<file path="config.mk">
export PLATFORM = sky130hd
export DESIGN_NAME = pbps_top
export DESIGN_NICKNAME = d
export VERILOG_FILES = /design/src/pbps_pkg.sv /design/src/pbps_top.sv
export VERILOG_INCLUDE_DIRS = /design/src
export SDC_FILE = /design/constraint.sdc
export NUM_CORES = 1
export LEC_CHECK = 0
export BUFFER_PORTS_ARGS = -buffer_cell sky130_fd_sc_hd__buf_2
export CAP_MARGIN = 20
export CORE_MARGIN = 1.5
export CORE_UTILIZATION = 35
export CTS_CLUSTER_SIZE = 14
export DETAILED_ROUTE_END_ITERATION = 6
export GPL_ROUTABILITY_DRIVEN = 1
export PLACE_DENSITY_LB_ADDON = 0.3
export SLEW_MARGIN = 20
export SYNTH_ARGS = -nofsm -noshare
export SYNTH_HDL_FRONTEND = slang
export SYNTH_SLANG_ARGS = --single-unit
</file>
<file path="constraint.sdc">
create_clock -name CORE_CLK_I -period 2.5 [get_ports CORE_CLK_I]
set_input_delay 0.5 -clock CORE_CLK_I [delete_from_list [all_inputs] [get_ports CORE_CLK_I]]
set_output_delay 0.5 -clock CORE_CLK_I [all_outputs]
set_load 0.05 [all_outputs]
</file>
<file path="src/pbps_map.svh">
// Constants for the pushbutton power sequencer
// ----------------------------------------------------------------
// Overview of operation
// [RULE_01] Host holds hold-power high to stay on
// [RULE_02] Power-up order: switched linear, one, two
// [RULE_03] Button idles high, low means pressed
// [RULE_04] Button status is debounced button copy
// [RULE_05] Rails good rises 230 ms after regulation
// [RULE_06] Rails good uses rail one, two, always-on
// [RULE_07] Rail three follows only its enable input
// [RULE_08] Always-on rail on except output-supply lockout
// [RULE_09] Logic supply undervoltage clears serial registers
// [RULE_10] One serial bit shifted per clock pulse
// [RULE_11] Adapter above threshold opens USB path
// [RULE_12] Adapter present output low when detected
// [RULE_13] Overvoltage turns pass gate off at once
// [RULE_14] Limit selects default low when unconnected
// [RULE_15] Power-up after button low 50 ms
// [RULE_16] 14 s press gives 1.8 ms reset
// [RULE_17] Power-down after hold-power low 50 ms
// [RULE_18] 14.5 ms from switched rail to one
// [RULE_19] All delays counted from one timebase
// [RULE_20] Rails good drops on fault or off
// ----------------------------------------------------------------
`ifndef PBPS_MAP_SVH
`define PBPS_MAP_SVH

// Timing in microseconds, clock in MHz
`define PBPS_CLK_MHZ      10
`define PBPS_T_TICK_US    100
`define PBPS_T_DEB_US     50000
`define PBPS_T_REL_US     900
`define PBPS_T_PG_US      230000
`define PBPS_T_LONG_US    14000000
`define PBPS_T_RSTPW_US   1800
`define PBPS_T_SEQ_US     14500
`define PBPS_TICK_CYC     (`PBPS_T_TICK_US * `PBPS_CLK_MHZ)
`define PBPS_DEB_TICKS    (`PBPS_T_DEB_US / `PBPS_T_TICK_US)
`define PBPS_REL_TICKS    (`PBPS_T_REL_US / `PBPS_T_TICK_US)
`define PBPS_PG_TICKS     (`PBPS_T_PG_US / `PBPS_T_TICK_US)
`define PBPS_LONG_TICKS   (`PBPS_T_LONG_US / `PBPS_T_TICK_US)
`define PBPS_RSTPW_TICKS  (`PBPS_T_RSTPW_US / `PBPS_T_TICK_US)
`define PBPS_SEQ_TICKS    (`PBPS_T_SEQ_US / `PBPS_T_TICK_US)

// Pin vector positions
`define PBPS_P_BTN_N      0
`define PBPS_P_HOLD       1
`define PBPS_P_EN3        2
`define PBPS_P_ADAPT      3
`define PBPS_P_OV         4
`define PBPS_P_R1OK       5
`define PBPS_P_R2OK       6
`define PBPS_P_AOOK       7
`define PBPS_P_LUV        8
`define PBPS_P_UNDERVOLTAGE_LOCKOUT       9
`define PBPS_P_SEL0       10
`define PBPS_P_SEL1       11
`define PBPS_P_SCL        12
`define PBPS_P_SDA        13
`define PBPS_NPINS        14

// Register indices and fields
`define PBPS_REG_CTRL     2'h0
`define PBPS_REG_STATUS   2'h1
`define PBPS_REG_SERIAL   2'h2
`define PBPS_CTRL_SOFTOFF 0
`define PBPS_SER_BITS     4'h8

`endif

</file>
<file path="src/pbps_pkg.sv">
// Types for the pushbutton power sequencer
package pbps_pkg;
  typedef enum logic [1:0] {
    PBPS_OFF,
    PBPS_UP_SW,
    PBPS_UP_ONE,
    PBPS_ON
  } pbps_state_type;
endpackage : pbps_pkg

</file>
<file path="src/pbps_top.sv">
// Pushbutton power sequencer control logic
`timescale 1ns/1ps
`default_nettype none
`include "pbps_map.svh"

module pbps_top #(
  parameter logic [19:0] DEB_TICKS  = 20'(`PBPS_DEB_TICKS),
  parameter logic [19:0] PG_TICKS   = 20'(`PBPS_PG_TICKS),
  parameter logic [19:0] LONG_TICKS = 20'(`PBPS_LONG_TICKS),
  parameter logic [19:0] SEQ_TICKS  = 20'(`PBPS_SEQ_TICKS)
) (
  input  wire logic       CORE_CLK_I,
  input  wire logic       RST_I,
  input  wire logic       BUTTON_N_I,
  input  wire logic       HOLD_POWER_IN_I,
  input  wire logic       RAIL3_SWITCH_ENABLE_I,
  input  wire logic       ADAPTER_DETECT_I,
  input  wire logic       OVERVOLTAGE_SENSE_IN_I,
  input  wire logic       RAIL_ONE_IN_REG_I,
  input  wire logic       RAIL_TWO_IN_REG_I,
  input  wire logic       ALWAYS_ON_IN_REG_I,
  input  wire logic       LOGIC_SUPPLY_UV_I,
  input  wire logic       UNDERVOLTAGE_LOCKOUT_I,
  input  wire logic       INPUT_LIMIT_SEL0_I,
  input  wire logic       INPUT_LIMIT_SEL1_I,
  input  wire logic       SERIAL_CLK_I,
  input  wire logic       SERIAL_DATA_I,
  input  wire logic [1:0] REG_ADDR_I,
  input  wire logic [7:0] REG_WDATA_I,
  input  wire logic       REG_WR_I,
  input  wire logic       REG_RD_I,
  output logic      [7:0] REG_RDATA_O,
  output logic            SWITCHED_LINEAR_EN_O,
  output logic            RAIL_ONE_EN_O,
  output logic            RAIL_TWO_EN_O,
  output logic            RAIL_THREE_EN_O,
  output logic            ALWAYS_ON_LINEAR_EN_O,
  output logic            BUTTON_STAT_O,
  output logic            BUTTON_STAT_OE_O,
  output logic            RAILS_GOOD_O,
  output logic            RAILS_GOOD_OE_O,
  output logic            ADAPTER_PRESENT_N_O,
  output logic            USB_PATH_OPEN_O,
  output logic            INPUT_PASS_GATE_O,
  output logic      [1:0] INPUT_LIMIT_SEL_O
);

  // ----------------------------------------------------------------
  // Helpers
  // ----------------------------------------------------------------
  function automatic logic [19:0] sat_inc(input logic [19:0] v);
    sat_inc = (v == 20'hfffff) ? v : v + 20'h1;
  endfunction

  logic [`PBPS_NPINS-1:0] pins, s1_r, s2_r, s3_r, f_r;
  logic [9:0]  tick_cnt_r;
  logic        tick;
  logic [19:0] btn_cnt_r, rel_cnt_r, hold_hi_r, hold_lo_r;
  logic [19:0] seq_cnt_r, pg_cnt_r, pw_cnt_r;
  logic        stat_r, good_r, rst_pulse_r, long_done_r;
  logic        sw_en_r, r1_en_r, r2_en_r, r3_en_r, ao_en_r;
  logic        adapt_n_r, usb_open_r;
  logic [1:0]  sel_r;
  logic [7:0]  ctrl_r, ser_r, shift_r, rdata_r;
  logic [3:0]  bit_cnt_r;
  logic        scl_prev_r;
  logic        regs_ok, start_req, stop_req;
  pbps_pkg::pbps_state_type state_r;

  // ----------------------------------------------------------------
  // Pin synchronisers
  // ----------------------------------------------------------------
  assign pins = {SERIAL_DATA_I, SERIAL_CLK_I, INPUT_LIMIT_SEL1_I,
                 INPUT_LIMIT_SEL0_I, UNDERVOLTAGE_LOCKOUT_I,
                 LOGIC_SUPPLY_UV_I, ALWAYS_ON_IN_REG_I,
                 RAIL_TWO_IN_REG_I, RAIL_ONE_IN_REG_I,
                 OVERVOLTAGE_SENSE_IN_I, ADAPTER_DETECT_I,
                 RAIL3_SWITCH_ENABLE_I, HOLD_POWER_IN_I, BUTTON_N_I};

  // Three stages, accept when stages two and three agree
  always_ff @(posedge CORE_CLK_I) begin
    if (RST_I) begin
      s1_r <= 14'h0001;
      s2_r <= 14'h0001;
      s3_r <= 14'h0001;
      f_r  <= 14'h0001;  // Button idles released
    end else begin
      s1_r <= pins;
      s2_r <= s1_r;
      s3_r <= s2_r;
      for (int i = 0; i < `PBPS_NPINS; i++) begin
        if (s2_r[i] == s3_r[i]) begin
          f_r[i] <= s3_r[i];
        end
      end
    end
  end

  // ----------------------------------------------------------------
  // Timebase
  // ----------------------------------------------------------------
  // [RULE_19] single free-running tick
  always_ff @(posedge CORE_CLK_I) begin
    if (RST_I) begin
      tick_cnt_r <= 10'h000;
    end else if (tick) begin
      tick_cnt_r <= 10'h000;
    end else begin
      tick_cnt_r <= tick_cnt_r + 10'h001;
    end
  end
  assign tick = (tick_cnt_r == 10'(`PBPS_TICK_CYC - 1));

  // ----------------------------------------------------------------
  // Button debounce and long press
  // ----------------------------------------------------------------
  // [RULE_03] low level counts as pressed
  always_ff @(posedge CORE_CLK_I) begin
    if (RST_I || f_r[`PBPS_P_BTN_N]) begin
      btn_cnt_r <= 20'h00000;
    end else if (tick) begin
      btn_cnt_r <= sat_inc(btn_cnt_r);
    end
  end

  // Release qualification
  always_ff @(posedge CORE_CLK_I) begin
    if (RST_I || !f_r[`PBPS_P_BTN_N]) begin
      rel_cnt_r <= 20'h00000;
    end else if (tick) begin
      rel_cnt_r <= sat_inc(rel_cnt_r);
    end
  end

  // [RULE_04] debounced button status
  always_ff @(posedge CORE_CLK_I) begin
    if (RST_I) begin
      stat_r <= 1'b0;
    end else if (btn_cnt_r >= DEB_TICKS) begin
      stat_r <= 1'b1;
    end else if (rel_cnt_r >= 20'(`PBPS_REL_TICKS)) begin
      stat_r <= 1'b0;
    end
  end

  // [RULE_16] long press count and reset pulse
  always_ff @(posedge CORE_CLK_I) begin
    if (RST_I) begin
      rst_pulse_r <= 1'b0;
      long_done_r <= 1'b0;
      pw_cnt_r    <= 20'h00000;
    end else if (rst_pulse_r) begin
      if (tick) begin
        pw_cnt_r <= pw_cnt_r + 20'h00001;
      end
      if (tick && pw_cnt_r == 20'(`PBPS_RSTPW_TICKS - 1)) begin
        rst_pulse_r <= 1'b0;
      end
    end else if (f_r[`PBPS_P_BTN_N]) begin
      long_done_r <= 1'b0;
    end else if (!long_done_r && btn_cnt_r >= LONG_TICKS) begin
      rst_pulse_r <= 1'b1;
      long_done_r <= 1'b1;
      pw_cnt_r    <= 20'h00000;
    end
  end

  // ----------------------------------------------------------------
  // Hold-power qualification
  // ----------------------------------------------------------------
  // [RULE_19] restart when condition broken
  always_ff @(posedge CORE_CLK_I) begin
    if (RST_I || !f_r[`PBPS_P_HOLD]) begin
      hold_hi_r <= 20'h00000;
    end else if (tick) begin
      hold_hi_r <= sat_inc(hold_hi_r);
    end
  end

  // [RULE_17] hold-power low timer
  always_ff @(posedge CORE_CLK_I) begin
    if (RST_I || f_r[`PBPS_P_HOLD]) begin
      hold_lo_r <= 20'h00000;
    end else if (tick) begin
      hold_lo_r <= sat_inc(hold_lo_r);
    end
  end

  // [RULE_15] button held low long enough
  assign start_req = (btn_cnt_r >= DEB_TICKS) || (hold_hi_r >= DEB_TICKS);
  // [RULE_01] dropping hold-power ends the session
  assign stop_req  = (hold_lo_r >= DEB_TICKS) || ctrl_r[`PBPS_CTRL_SOFTOFF];

  // ----------------------------------------------------------------
  // Sequencer
  // ----------------------------------------------------------------
  // [RULE_02] fixed enable order
  always_ff @(posedge CORE_CLK_I) begin
    if (RST_I || f_r[`PBPS_P_UNDERVOLTAGE_LOCKOUT]) begin
      state_r   <= pbps_pkg::PBPS_OFF;
      seq_cnt_r <= 20'h00000;
      sw_en_r   <= 1'b0;
      r1_en_r   <= 1'b0;
      r2_en_r   <= 1'b0;
    end else begin
      unique case (state_r)
        pbps_pkg::PBPS_OFF: begin
          seq_cnt_r <= 20'h00000;
          if (start_req && !ctrl_r[`PBPS_CTRL_SOFTOFF]) begin
            state_r <= pbps_pkg::PBPS_UP_SW;
            sw_en_r <= 1'b1;
          end
        end
        // [RULE_18] wait before rail one
        pbps_pkg::PBPS_UP_SW: begin
          if (tick) begin
            seq_cnt_r <= seq_cnt_r + 20'h00001;
          end
          if (tick && seq_cnt_r == SEQ_TICKS - 20'h00001) begin
            state_r <= pbps_pkg::PBPS_UP_ONE;
            r1_en_r <= 1'b1;
          end
        end
        pbps_pkg::PBPS_UP_ONE: begin
          state_r <= pbps_pkg::PBPS_ON;
          r2_en_r <= 1'b1;
        end
        // [RULE_17] power-down on stop request
        pbps_pkg::PBPS_ON: begin
          if (stop_req) begin
            state_r <= pbps_pkg::PBPS_OFF;
            sw_en_r <= 1'b0;
            r1_en_r <= 1'b0;
            r2_en_r <= 1'b0;
          end
        end
      endcase
    end
  end

  // ----------------------------------------------------------------
  // Rails good
  // ----------------------------------------------------------------
  // [RULE_06] regulation flags qualify
  assign regs_ok = f_r[`PBPS_P_R1OK] && f_r[`PBPS_P_R2OK] &&
                   f_r[`PBPS_P_AOOK] && r1_en_r && r2_en_r;

  // [RULE_05] delay after regulation
  always_ff @(posedge CORE_CLK_I) begin
    if (RST_I || !regs_ok) begin
      pg_cnt_r <= 20'h00000;
    end else if (tick) begin
      pg_cnt_r <= sat_inc(pg_cnt_r);
    end
  end

  // [RULE_20] drop on fault or rails off
  always_ff @(posedge CORE_CLK_I) begin
    if (RST_I || !regs_ok) begin
      good_r <= 1'b0;
    end else if (pg_cnt_r >= PG_TICKS) begin
      good_r <= 1'b1;
    end
  end

  // ----------------------------------------------------------------
  // Loose status and control bits
  // ----------------------------------------------------------------
  // Registered pin-driven outputs
  always_ff @(posedge CORE_CLK_I) begin
    if (RST_I) begin
      r3_en_r    <= 1'b0;
      ao_en_r    <= 1'b0;
      adapt_n_r  <= 1'b1;
      usb_open_r <= 1'b0;
      sel_r      <= 2'h0;
    end else begin
      // [RULE_07] rail three on own enable
      r3_en_r    <= f_r[`PBPS_P_EN3];
      // [RULE_08] always-on outside lockout
      ao_en_r    <= !f_r[`PBPS_P_UNDERVOLTAGE_LOCKOUT];
      // [RULE_12] adapter present indication
      adapt_n_r  <= !f_r[`PBPS_P_ADAPT];
      // [RULE_11] open the USB path
      usb_open_r <= f_r[`PBPS_P_ADAPT];
      // [RULE_14] low reset default selection
      sel_r      <= {f_r[`PBPS_P_SEL1], f_r[`PBPS_P_SEL0]};
    end
  end

  // ----------------------------------------------------------------
  // Serial port and register access
  // ----------------------------------------------------------------
  // [RULE_10] one bit per serial clock
  always_ff @(posedge CORE_CLK_I) begin
    if (RST_I || f_r[`PBPS_P_LUV]) begin
      scl_prev_r <= 1'b0;
      shift_r    <= 8'h00;
      bit_cnt_r  <= 4'h0;
    end else begin
      scl_prev_r <= f_r[`PBPS_P_SCL];
      if (f_r[`PBPS_P_SCL] && !scl_prev_r) begin
        shift_r   <= {shift_r[6:0], f_r[`PBPS_P_SDA]};
        bit_cnt_r <= (bit_cnt_r == `PBPS_SER_BITS - 4'h1) ? 4'h0
                     : bit_cnt_r + 4'h1;
      end
    end
  end

  // [RULE_09] logic undervoltage clears registers
  always_ff @(posedge CORE_CLK_I) begin
    if (RST_I || f_r[`PBPS_P_LUV]) begin
      ctrl_r <= 8'h00;
      ser_r  <= 8'h00;
    end else begin
      if (REG_WR_I && REG_ADDR_I == `PBPS_REG_CTRL) begin
        ctrl_r <= REG_WDATA_I;
      end
      if (f_r[`PBPS_P_SCL] && !scl_prev_r &&
          bit_cnt_r == `PBPS_SER_BITS - 4'h1) begin
        ser_r <= {shift_r[6:0], f_r[`PBPS_P_SDA]};
      end else if (REG_WR_I && REG_ADDR_I == `PBPS_REG_SERIAL) begin
        ser_r <= REG_WDATA_I;
      end
    end
  end

  // Read data one cycle after the strobe
  always_ff @(posedge CORE_CLK_I) begin
    if (RST_I) begin
      rdata_r <= 8'h00;
    end else if (REG_RD_I) begin
      unique case (REG_ADDR_I)
        `PBPS_REG_CTRL:   rdata_r <= ctrl_r;
        `PBPS_REG_STATUS: rdata_r <= {good_r, stat_r, r2_en_r, r1_en_r,
                                      sw_en_r, 1'b0, state_r};
        `PBPS_REG_SERIAL: rdata_r <= ser_r;
        default:          rdata_r <= 8'h00;
      endcase
    end else begin
      rdata_r <= 8'h00;
    end
  end

  // ----------------------------------------------------------------
  // Outputs
  // ----------------------------------------------------------------
  assign REG_RDATA_O           = rdata_r;
  assign SWITCHED_LINEAR_EN_O  = sw_en_r;
  assign RAIL_ONE_EN_O         = r1_en_r;
  assign RAIL_TWO_EN_O         = r2_en_r;
  assign RAIL_THREE_EN_O       = r3_en_r;
  assign ALWAYS_ON_LINEAR_EN_O = ao_en_r;
  assign BUTTON_STAT_O         = 1'b0;
  assign BUTTON_STAT_OE_O      = stat_r;
  assign RAILS_GOOD_O          = 1'b0;
  assign RAILS_GOOD_OE_O       = !good_r || rst_pulse_r;
  assign ADAPTER_PRESENT_N_O   = adapt_n_r;
  assign USB_PATH_OPEN_O       = usb_open_r;
  assign INPUT_LIMIT_SEL_O     = sel_r;
  // [RULE_13] gate off straight from the pin
  assign INPUT_PASS_GATE_O     = !OVERVOLTAGE_SENSE_IN_I && !RST_I;
endmodule // pbps_top
`default_nettype wire

</file>
# Word level (Yosys, flattened, before mapping)
# Index checks and enable logic that the tools add are counted.
# W data, S select, Z words.
[totals]
reg_bits = 256
elab_cells = 184
out_inout_bits = 22
in_bits = 28
[op_classes]
eq_ne = 33
n_lt_le_gt_ge = 6
muxes = 28
reduce_logical = 58
n_addsub = 9
bitwise_logic = 7
[op_table]
columns = ["cell", "count"]
rows = [
  ["$add A20 B1 Y20 const B", 7],
  ["$eq A20 B20 Y1 const B", 5],
  ["$mux W20", 5],
  ["$ge A20 B9 Y1 const B", 3],
  ["$pmux W20 S2", 1],
  ["$pmux W8 S3", 1],
  ["$eq A20 B5 Y1 const B", 1],
  ["$eq A20 B8 Y1 const B", 1],
  ["$ge A20 B12 Y1 const B", 1],
  ["$ge A20 B18 Y1 const B", 1],
  ["$ge A20 B4 Y1 const B", 1],
  ["$mux W8", 2],
  ["$reduce_and A2 Y1", 8],
  ["$reduce_bool A2 Y1", 8],
  ["$eq A1 B1 Y1", 13],
  ["$logic_and A1 B1 Y1", 13],
  ["$reduce_and A3 Y1", 4],
  ["$logic_not A1 Y1", 11],
  ["$mux W1", 11],
  ["$add A10 B1 Y10 const B", 1],
  ["$eq A10 B10 Y1 const B", 1],
  ["$logic_or A1 B1 Y1", 10],
  ["$ne A2 B2 Y1 const B", 5],
  ["$pmux W2 S4", 1],
  ["11 further kinds", 26],
]

# Longest topological paths before layout
# Gate-level depths: netlist (run 1).
[logic_depth]
ltp_word = 6
depth_mapped = 8
mapped_depth_nobuf = 7

# Worst setup path before layout (run 1)
# No wires, ideal clock.
[synth_timing]
path_kind = "input port to output port"
startpoint = "in RST_I"
endpoint = "out INPUT_PASS_GATE_O"
t_arrival_ns = 1.756
t_required_ns = 2.000
path_buffers = 3
path_slack_ns = 0.244
cell_stages = 4
path_cell_list = "clkbuf_1 clkbuf_1 buf_1 nor2_1"
[synth_between]
elab_chain_len = 2
[synth_lines]
columns = ["element", "line_no", "rtl"]
rows = [
  ["from (decl)", "pbps_top.sv:13", "input wire logic RST_I,"],
  ["$logic_not A1 Y1", "pbps_top.sv:362", "assign INPUT_PASS_GATE_O = !OVERVOLTAGE_SENSE_IN_I && !RST_I;"],
  ["$logic_and A1 B1 Y1", "pbps_top.sv:362", ""],
  ["to (decl)", "pbps_top.sv:44", "output logic INPUT_PASS_GATE_O,"],
]
# Every way passes these cells.

# Worst setup path after layout (run 1)
[layout_timing]
startpoint = "reg tick_cnt_r[0]"
endpoint = "reg rel_cnt_r[17]"
[layout_between]
elab_chain_len = 2
[layout_lines]
columns = ["element", "line_no", "rtl"]
rows = [
  ["from (decl)", "pbps_top.sv:56", "logic [9:0] tick_cnt_r;"],
  ["from (signal assigned)", "pbps_top.sv:109", "tick_cnt_r <= tick_cnt_r + 10'h001;"],
  ["$eq A10 B10 Y1", "pbps_top.sv:112", "assign tick = (tick_cnt_r == 10'(`PBPS_TICK_CYC - 1));"],
  ["$reduce_and A2 Y1 (no source line)", "n/a", ""],
  ["to (signal assigned)", "pbps_top.sv:131", "rel_cnt_r <= sat_inc(rel_cnt_r);"],
  ["to (decl)", "pbps_top.sv:58", "logic [19:0] btn_cnt_r, rel_cnt_r, hold_hi_r, hold_lo_r;"],
]
# Every way passes these cells.
# A chain may end at the register's enable or synchronous reset.

==> results.py, run 1 <==
metrics = {
    "power": {
        "p_leak_uw": 0.00468,
        "power_density_mw_per_mm2": 652,
        "finalPower_uw": 8660,
        "vdd_drop_max_uv": 453,
    },
    "worst_hold_path": {
        "hold_path_class": "input port to flop",
        "worstHoldStart": "BUTTON_N_I",
        "min_to": "s1_r[0]$_SDFF_PP1_",
        "whs_path_depth": 2,
    },
    "critical_path": {
        "r2r_cells": 7,
        "critical-path-max-stage-delay_ns": 0.45,
        "r2r_end": "rel_cnt_r[17]$_SDFFE_PP0P_",
        "end_kind": "flop",
        "critical_path_class": "flop to flop",
        "cp.arrival_ns": 2.76,
        "crit_path_max_fanout": 18,
        "path_cells": "ha_2 > nand4b_4 > nor3_4 > buf_4 > nand4_1 > or4_1 > nand2_1",
        "cp_slowest_cell": "or4_1",
        "cp.required_ns": 2.98,
        "ff2ff_setup_slack_ns": 0.22,
        "cp-start-kind": "flop",
        "critical_path.top_delay_family": "simple AND/OR/NAND/NOR gates",
        "cp_num_buf_inv": 1,
        "r2r-start": "tick_cnt_r[0]$_SDFF_PP0_",
    },
    "cells_and_area": {
        "register_area_mm2": 0.00506,
        "final_cells": 1822,
        "drive_gt1_share_pct": 11.3,
        "final_cell_mix": "253 x dfxtp_1, 135 x nor2_1, 89 x a21oi_1",
        "multi_input_area_mm2": 0.00606,
        "fin_util_pct": 40.9,
        "n_fill_cell": 3229,
        "final_area_mm2": 0.0133,
        "nets": 1409,
        "syn_to_final_growth_pct": 15.5,
        "final_common_cell": "dfxtp_1",
        "diodes": 0,
    },
    "placement": {
        "gp_congestion": 0.813,
        "dp_hpwl_um": 18000,
        "place_area_mm2": 0.0123,
        "io_buffer_count": 47,
        "placed_cells": 1772,
    },
    "timing": {
        "finalSetupViolCount": 0,
        "finalHoldViolCount": 0,
        "fin_skew_ns": 0.0104,
        "max_freq_ghz": 0.439,
        "period_needed_ns": 2.28,
        "setup-tns-final_ns": 0,
        "final-max-slew-violation-count": 0,
        "post-route-period-util_pct": 91.2,
        "rsz0062_at_grt": "no",
        "slew_headroom_pct": 49.9,
        "tightestPinTransition_ns": 0.751,
    },
    "synthesis": {
        "ys_warn_count": 0,
        "async_flop_share_pct": 0,
        "yosys_most_used_dff": "dfxtp_1",
        "synth_area_per_cell_um2": 8.81,
        "ys_seq_area_share_pct": 44.1,
        "synth_edf_count": 0,
        "ys_seq_elements": 253,
        "netlist_instances": 1304,
        "syn_area_mm2": 0.0115,
        "synth_cell_type_count": 63,
    },
    "flow_run": {
        "cap_viol_max_count": 0,
    },
    "route": {
        "routed-via-count": 9547,
        "dr.pass1.iters": 4,
        "drc_errors": 0,
        "wl_um": 25700,
        "dr.first_iter.drc_count": 619,
        "wl_per_cell_um": 14.1,
        "ant_nets": 0,
        "vias_per_cell": 5.24,
    },
    "cts": {
        "holdBufCountCts": 0,
        "path_clk_slew_ns": 0.06,
        "cts_max_level": 1,
        "root_buffer": "clkbuf_16",
        "numCtsBuffers": 28,
        "clock-sinks": 253,
        "cts.path.max_buffers": 3,
        "clkLatencyLatePin_ns": 0.54,
        "tritoncts": "yes",
    },
    "global_routing": {
        "grt_pass1_wl_um": 43900,
        "antenna_found_initial": 0,
        "grt_pass1_vias": 8989,
        "grt_max_degree": 29,
        "overflow": 0,
        "gr-usage-all-layers_pct": 15.4,
    },
    "die": {
        "rows": 66,
        "coreArea_mm2": 0.0325,
        "die_y_um": 184,
        "ios": 50,
        "dieArea_mm2": 0.0339,
        "die_x_um": 184,
        "start_util_pct": 35.4,
    },
    "status": {
        "status": "completed",
    },
}
==> flip-flops by register name, summed over array words and instances, names as in the netlist, 10 cells and up <==
signal	flops
seq_cnt_r	20
s3_r	13
pg_cnt_r	20
f_r	13
hold_lo_r	20
s2_r	13
btn_cnt_r	20
pw_cnt_r	20
hold_hi_r	20
tick_cnt_r	10
rel_cnt_r	20
s1_r	13
==> where the power goes <==
part / switching (µW) / internal [µW] / leakage, µW / total, µW
logic: 208 / 118 / 0.00217 / 325
clock network: 1640 / 2590 / 0.000466 / 4230
registers: 28.0 / 4080 / 0.00205 / 4110
total: 1870 / 6790 / 0.00468 / 8660
==> area by class of cell <==
class	count	share of cell area [%]
clock buffer	40	5.92
clock inverter	10	1.24
inverter	39	1.10
multi-input combinational	955	45.6
sequential	253	38.1
tap	442	4.16
timing repair buffer	83	3.81
==> routing by layer <==
metal / share of wire (%) / vias to the layer above / wire [µm] / GRT usage (%)
met4: 2.1 / 0 / 549 / 4.10
li1: - / 4865 / - / -
met3: 4.0 / 40 / 1040 / 2.51
met2: 45 / 148 / 11500 / 25.0
met1: 49 / 4494 / 12600 / 21.1
met5: 0 / - / 0 / 0
==> timing repair <==
item                                    4_1_cts  5_1_grt
buffers inserted                              0        0
gates resized for setup                       0        1
endpoints found under the setup margin        0        6
==> how the worst max path moves through the flow <==
stage | from | end | slack [ns] | depth (start not counted)
global route | tick_cnt_r[0]$_SDFF_PP0_ | rel_cnt_r[19]$_SDFFE_PP0P_ | 0.009 | 7
detailed placement | tick_cnt_r[0]$_SDFF_PP0_ | rel_cnt_r[17]$_SDFFE_PP0P_ | 0.20 | 7
CTS | tick_cnt_r[0]$_SDFF_PP0_ | rel_cnt_r[17]$_SDFFE_PP0P_ | 0.18 | 7
finish | tick_cnt_r[0]$_SDFF_PP0_ | rel_cnt_r[17]$_SDFFE_PP0P_ | 0.22 | 7
floorplan | RST_I | INPUT_PASS_GATE_O | 0.24 | 4
global placement | tick_cnt_r[0]$_SDFF_PP0_ | pw_cnt_r[7]$_SDFFE_PP0P_ | 0.23 | 7
==> synth_stat cells (7+ instances only) <==
master,count,share of area [%]
and4_1,28,2.1
o2111ai_1,11,0.84
a21oi_1,89,3.9
nand2b_1,7,0.38
nor3_1,24,1.0
and3_1,28,1.5
inv_1,36,1.2
xnor2_1,22,1.7
nor2_1,135,4.4
clkbuf_1,43,1.4
nand3b_1,9,0.59
o211ai_1,24,1.6
nor2b_1,45,2.4
o31ai_1,14,0.91
or2_2,8,0.44
nand3_1,56,2.4
nand4_1,47,2.6
a31oi_1,12,0.65
ha_1,21,2.3
nor4_1,23,1.3
and2_1,9,0.49
or4_1,21,1.4
buf_2,7,0.30
or3_1,23,1.3
mux2i_1,36,3.1
o21ai_0,47,2.0
a211oi_1,13,0.85
nand2_1,87,2.8
dfxtp_1,253,44
xor2_1,50,3.8
==> worst register-to-register path, stage by stage, from the launching register on <==
cell and delay, ns:
dfxtp_1 0.37, ha_2 0.26, nand4b_4 0.27, nor3_4 0.29
buf_4 0.26, nand4_1 0.24, or4_1 0.46, nand2_1 0.08
==> cell families after synthesis <==
group,count (synthesis),share of synthesized area (%)
muxes,40,3.53
other,1,0.0326
xor gates and xnor gates,72,5.49
adders and majority gates,21,2.29
AOI/OAI and AO/OA,247,13.7
buffers and inverters,97,3.31
DFF,253,44.1
and+or+nand+nor,573,27.6
==> stage by stage <==
step	hold WS (ns)	setup WS, ns
finish	0.140	0.220
global route	0.135	0.00945
CTS	0.117	0.175
detailed placement	0.398	0.203
global placement	0.396	0.229
floorplan	0.389	0.244
No activity file was read; power rests on OpenSTA's default activity.
==> run 2, diff against run 1 <==
--- a/config.mk
+++ b/config.mk
@@ -8,11 +8,12 @@
 export LEC_CHECK = 0
 export BUFFER_PORTS_ARGS = -buffer_cell sky130_fd_sc_hd__buf_2
 export CAP_MARGIN = 20
-export CORE_MARGIN = 1.5
+export CORE_MARGIN = 2
 export CORE_UTILIZATION = 35
 export CTS_CLUSTER_SIZE = 14
 export DETAILED_ROUTE_END_ITERATION = 6
 export GPL_ROUTABILITY_DRIVEN = 1
+export GPL_TIMING_DRIVEN = 0
 export PLACE_DENSITY_LB_ADDON = 0.3
 export SLEW_MARGIN = 20
 export SYNTH_ARGS = -nofsm -noshare
==> run 2 against run 1 <==
Register-to-register slack worse by 0.096 ns. Critical path depth decreased by 1. Cell count up 1.7%. Clock power up 9.0%. Die area increased by 1.1%. Via count rose by 2.3%. Worst setup slack worse by 0.096 ns. Clock-buffer cell count is 4 lower. Combinational power grew 8.6%. Final area is 1.1% higher.
==> results.py, run 2 (same netlist as run 1, synthesis figures left out) <==
metrics = {
    "route": {
        "routed-via-count": 9764,
        "drc_errors": 0,
        "dr.first_iter.drc_count": 493,
        "vias_per_cell": 5.27,
        "ant_nets": 0,
        "wl_per_cell_um": 15.0,
        "dr.pass1.iters": 4,
        "wl_um": 27800,
    },
    "worst_hold_path": {
        "hold_path_class": "input port to flop",
        "min_to": "s1_r[12]$_SDFF_PP0_",
        "worstHoldStart": "SERIAL_CLK_I",
        "whs_path_depth": 2,
    },
    "critical_path": {
        "cp.arrival_ns": 2.84,
        "r2r_cells": 6,
        "cp-startpoint": "tick_cnt_r[0]$_SDFF_PP0_",
        "r2r-start": "tick_cnt_r[0]$_SDFF_PP0_",
        "cp.required_ns": 2.96,
        "end_kind": "flop",
        "critical_path_class": "flop to flop",
        "cp-start-kind": "flop",
        "ff2ff_setup_slack_ns": 0.12,
        "r2r_end": "pg_cnt_r[19]$_SDFFE_PP0P_",
        "crit_path_max_fanout": 10,
    },
    "cts": {
        "cts_max_level": 1,
        "numCtsBuffers": 28,
        "cts.path.max_buffers": 3,
        "tritoncts": "yes",
        "clkLatencyLatePin_ns": 0.54,
        "root_buffer": "clkbuf_16",
        "clock-sinks": 253,
        "path_clk_slew_ns": 0.06,
    },
    "global_routing": {
        "grt_use_met3_pct": 2.48,
        "grt.busiest_layer": "met2",
        "grt_max_degree": 15,
        "grt_use_met1_pct": 22.1,
        "antenna_found_initial": 0,
        "grt_pass1_wl_um": 46000,
        "grt_use_met2_pct": 27.2,
        "gr-usage-all-layers_pct": 16.3,
        "grt_pass1_vias": 9130,
        "overflow": 0,
    },
    "cells_and_area": {
        "diodes": 0,
        "final_cells": 1853,
        "syn_to_final_growth_pct": 16.8,
        "drive_gt1_share_pct": 10.8,
        "final_common_cell": "dfxtp_1",
        "nets": 1438,
        "fin_util_pct": 41.4,
        "final_cell_mix": "253 x dfxtp_1, 135 x nor2_1, 89 x a21oi_1",
    },
    "timing": {
        "tightestPinTransition_ns": 0.744,
        "finalWorstSetupSlack_ns": 0.124,
        "max_freq_ghz": 0.421,
        "final-max-slew-violation-count": 0,
        "period_needed_ns": 2.38,
        "post-route-period-util_pct": 95.0,
        "finalHoldViolCount": 0,
        "finalSetupViolCount": 0,
        "setup-tns-final_ns": 0,
        "fin_skew_ns": 0.0101,
        "slew_headroom_pct": 49.6,
    },
    "status": {
        "status": "completed",
    },
    "die": {
        "die_x_um": 185,
        "coreArea_mm2": 0.0325,
        "rows": 66,
        "die_y_um": 185,
        "dieArea_mm2": 0.0343,
        "start_util_pct": 35.4,
        "ios": 50,
    },
    "power": {
        "vdd_drop_max_uv": 553,
        "power_density_mw_per_mm2": 675,
        "p_leak_uw": 0.00470,
    },
    "placement": {
        "io_buffer_count": 47,
        "placed_cells": 1794,
        "gp_congestion": 0.834,
        "dp_hpwl_um": 19200,
        "dp_worst_setup_slack_ns": -0.376,
    },
    "flow_run": {
        "cap_viol_max_count": 0,
    },
}
-- run 2: cell count changes in the layout (fill, tap and decap cells not counted), sizes merged --
cell	previous run	this run
bufinv	4	7
clkbuf	40	77
clkinv	9	11
clkinvlp	0	1
buf	83	71
-- run 2: per-layer routing --
metal	part of all wire, %	vias up
met1	48	4667
met4	1.4	0
li1	-	4909
met2	46	159
met3	4.2	29
met5	0	-
-- run 2: power by group --
part           leakage [µW]  internal [µW]  switching (µW)
sequential          0.00205           4080            25.9
clock              0.000508           2900            1700
combinational       0.00215            128             226
total               0.00470           7110            1950
-- run 2: through the flow --
stage / instance area, µm² / hold slack (ns) / power, µW
floorplan: 11500 / 0.389 / 4410
global placement: 12300 / 0.393 / 4520
detailed placement: 12300 / 0.394 / 4520
CTS: 13400 / 0.141 / 9150
global route: 13400 / 0.158 / 9370
finish: 13400 / 0.166 / 9060
-- run 2: critical path: stages, from the launching register on --
cell     delay (ns)
dfxtp_1        0.37
ha_1           0.31
and4b_2        0.42
nand3_2        0.22
buf_2          0.30
or4_1          0.54
a21oi_1        0.15
-- run 2: what timing repair did --
action	4_1_cts	5_1_grt
hold buffers	0	0
setup endpoints to repair	52	24
gates resized for setup	10	3
setup buffers	3	6
pin swaps	2	3
-- run 2: area by class of cell --
cell class                 instances  area (µm²)
buffer                            56         230
clock buffer                      36         772
clock inverter                    16         265
fill                            3214       19000
inverter                          39         146
multi-input combinational        955        6090
sequential                       253        5060
tap                              442         553
timing repair buffer              56         303
-- run 2: how the worst max path moves through the flow --
stage,endpoint,slack [ns],cells after the start
3_3_place_gp,hold_lo_r[2]$_SDFFE_PP0P_,-0.38,7
2_1_floorplan,INPUT_PASS_GATE_O,0.24,4
3_5_place_dp,hold_lo_r[2]$_SDFFE_PP0P_,-0.38,7
4_1_cts,hold_lo_r[17]$_SDFFE_PP0P_,0.04,6
5_1_grt,seq_cnt_r[19]$_SDFFE_PP0P_,-0.02,7
6_report,pg_cnt_r[19]$_SDFFE_PP0P_,0.12,6
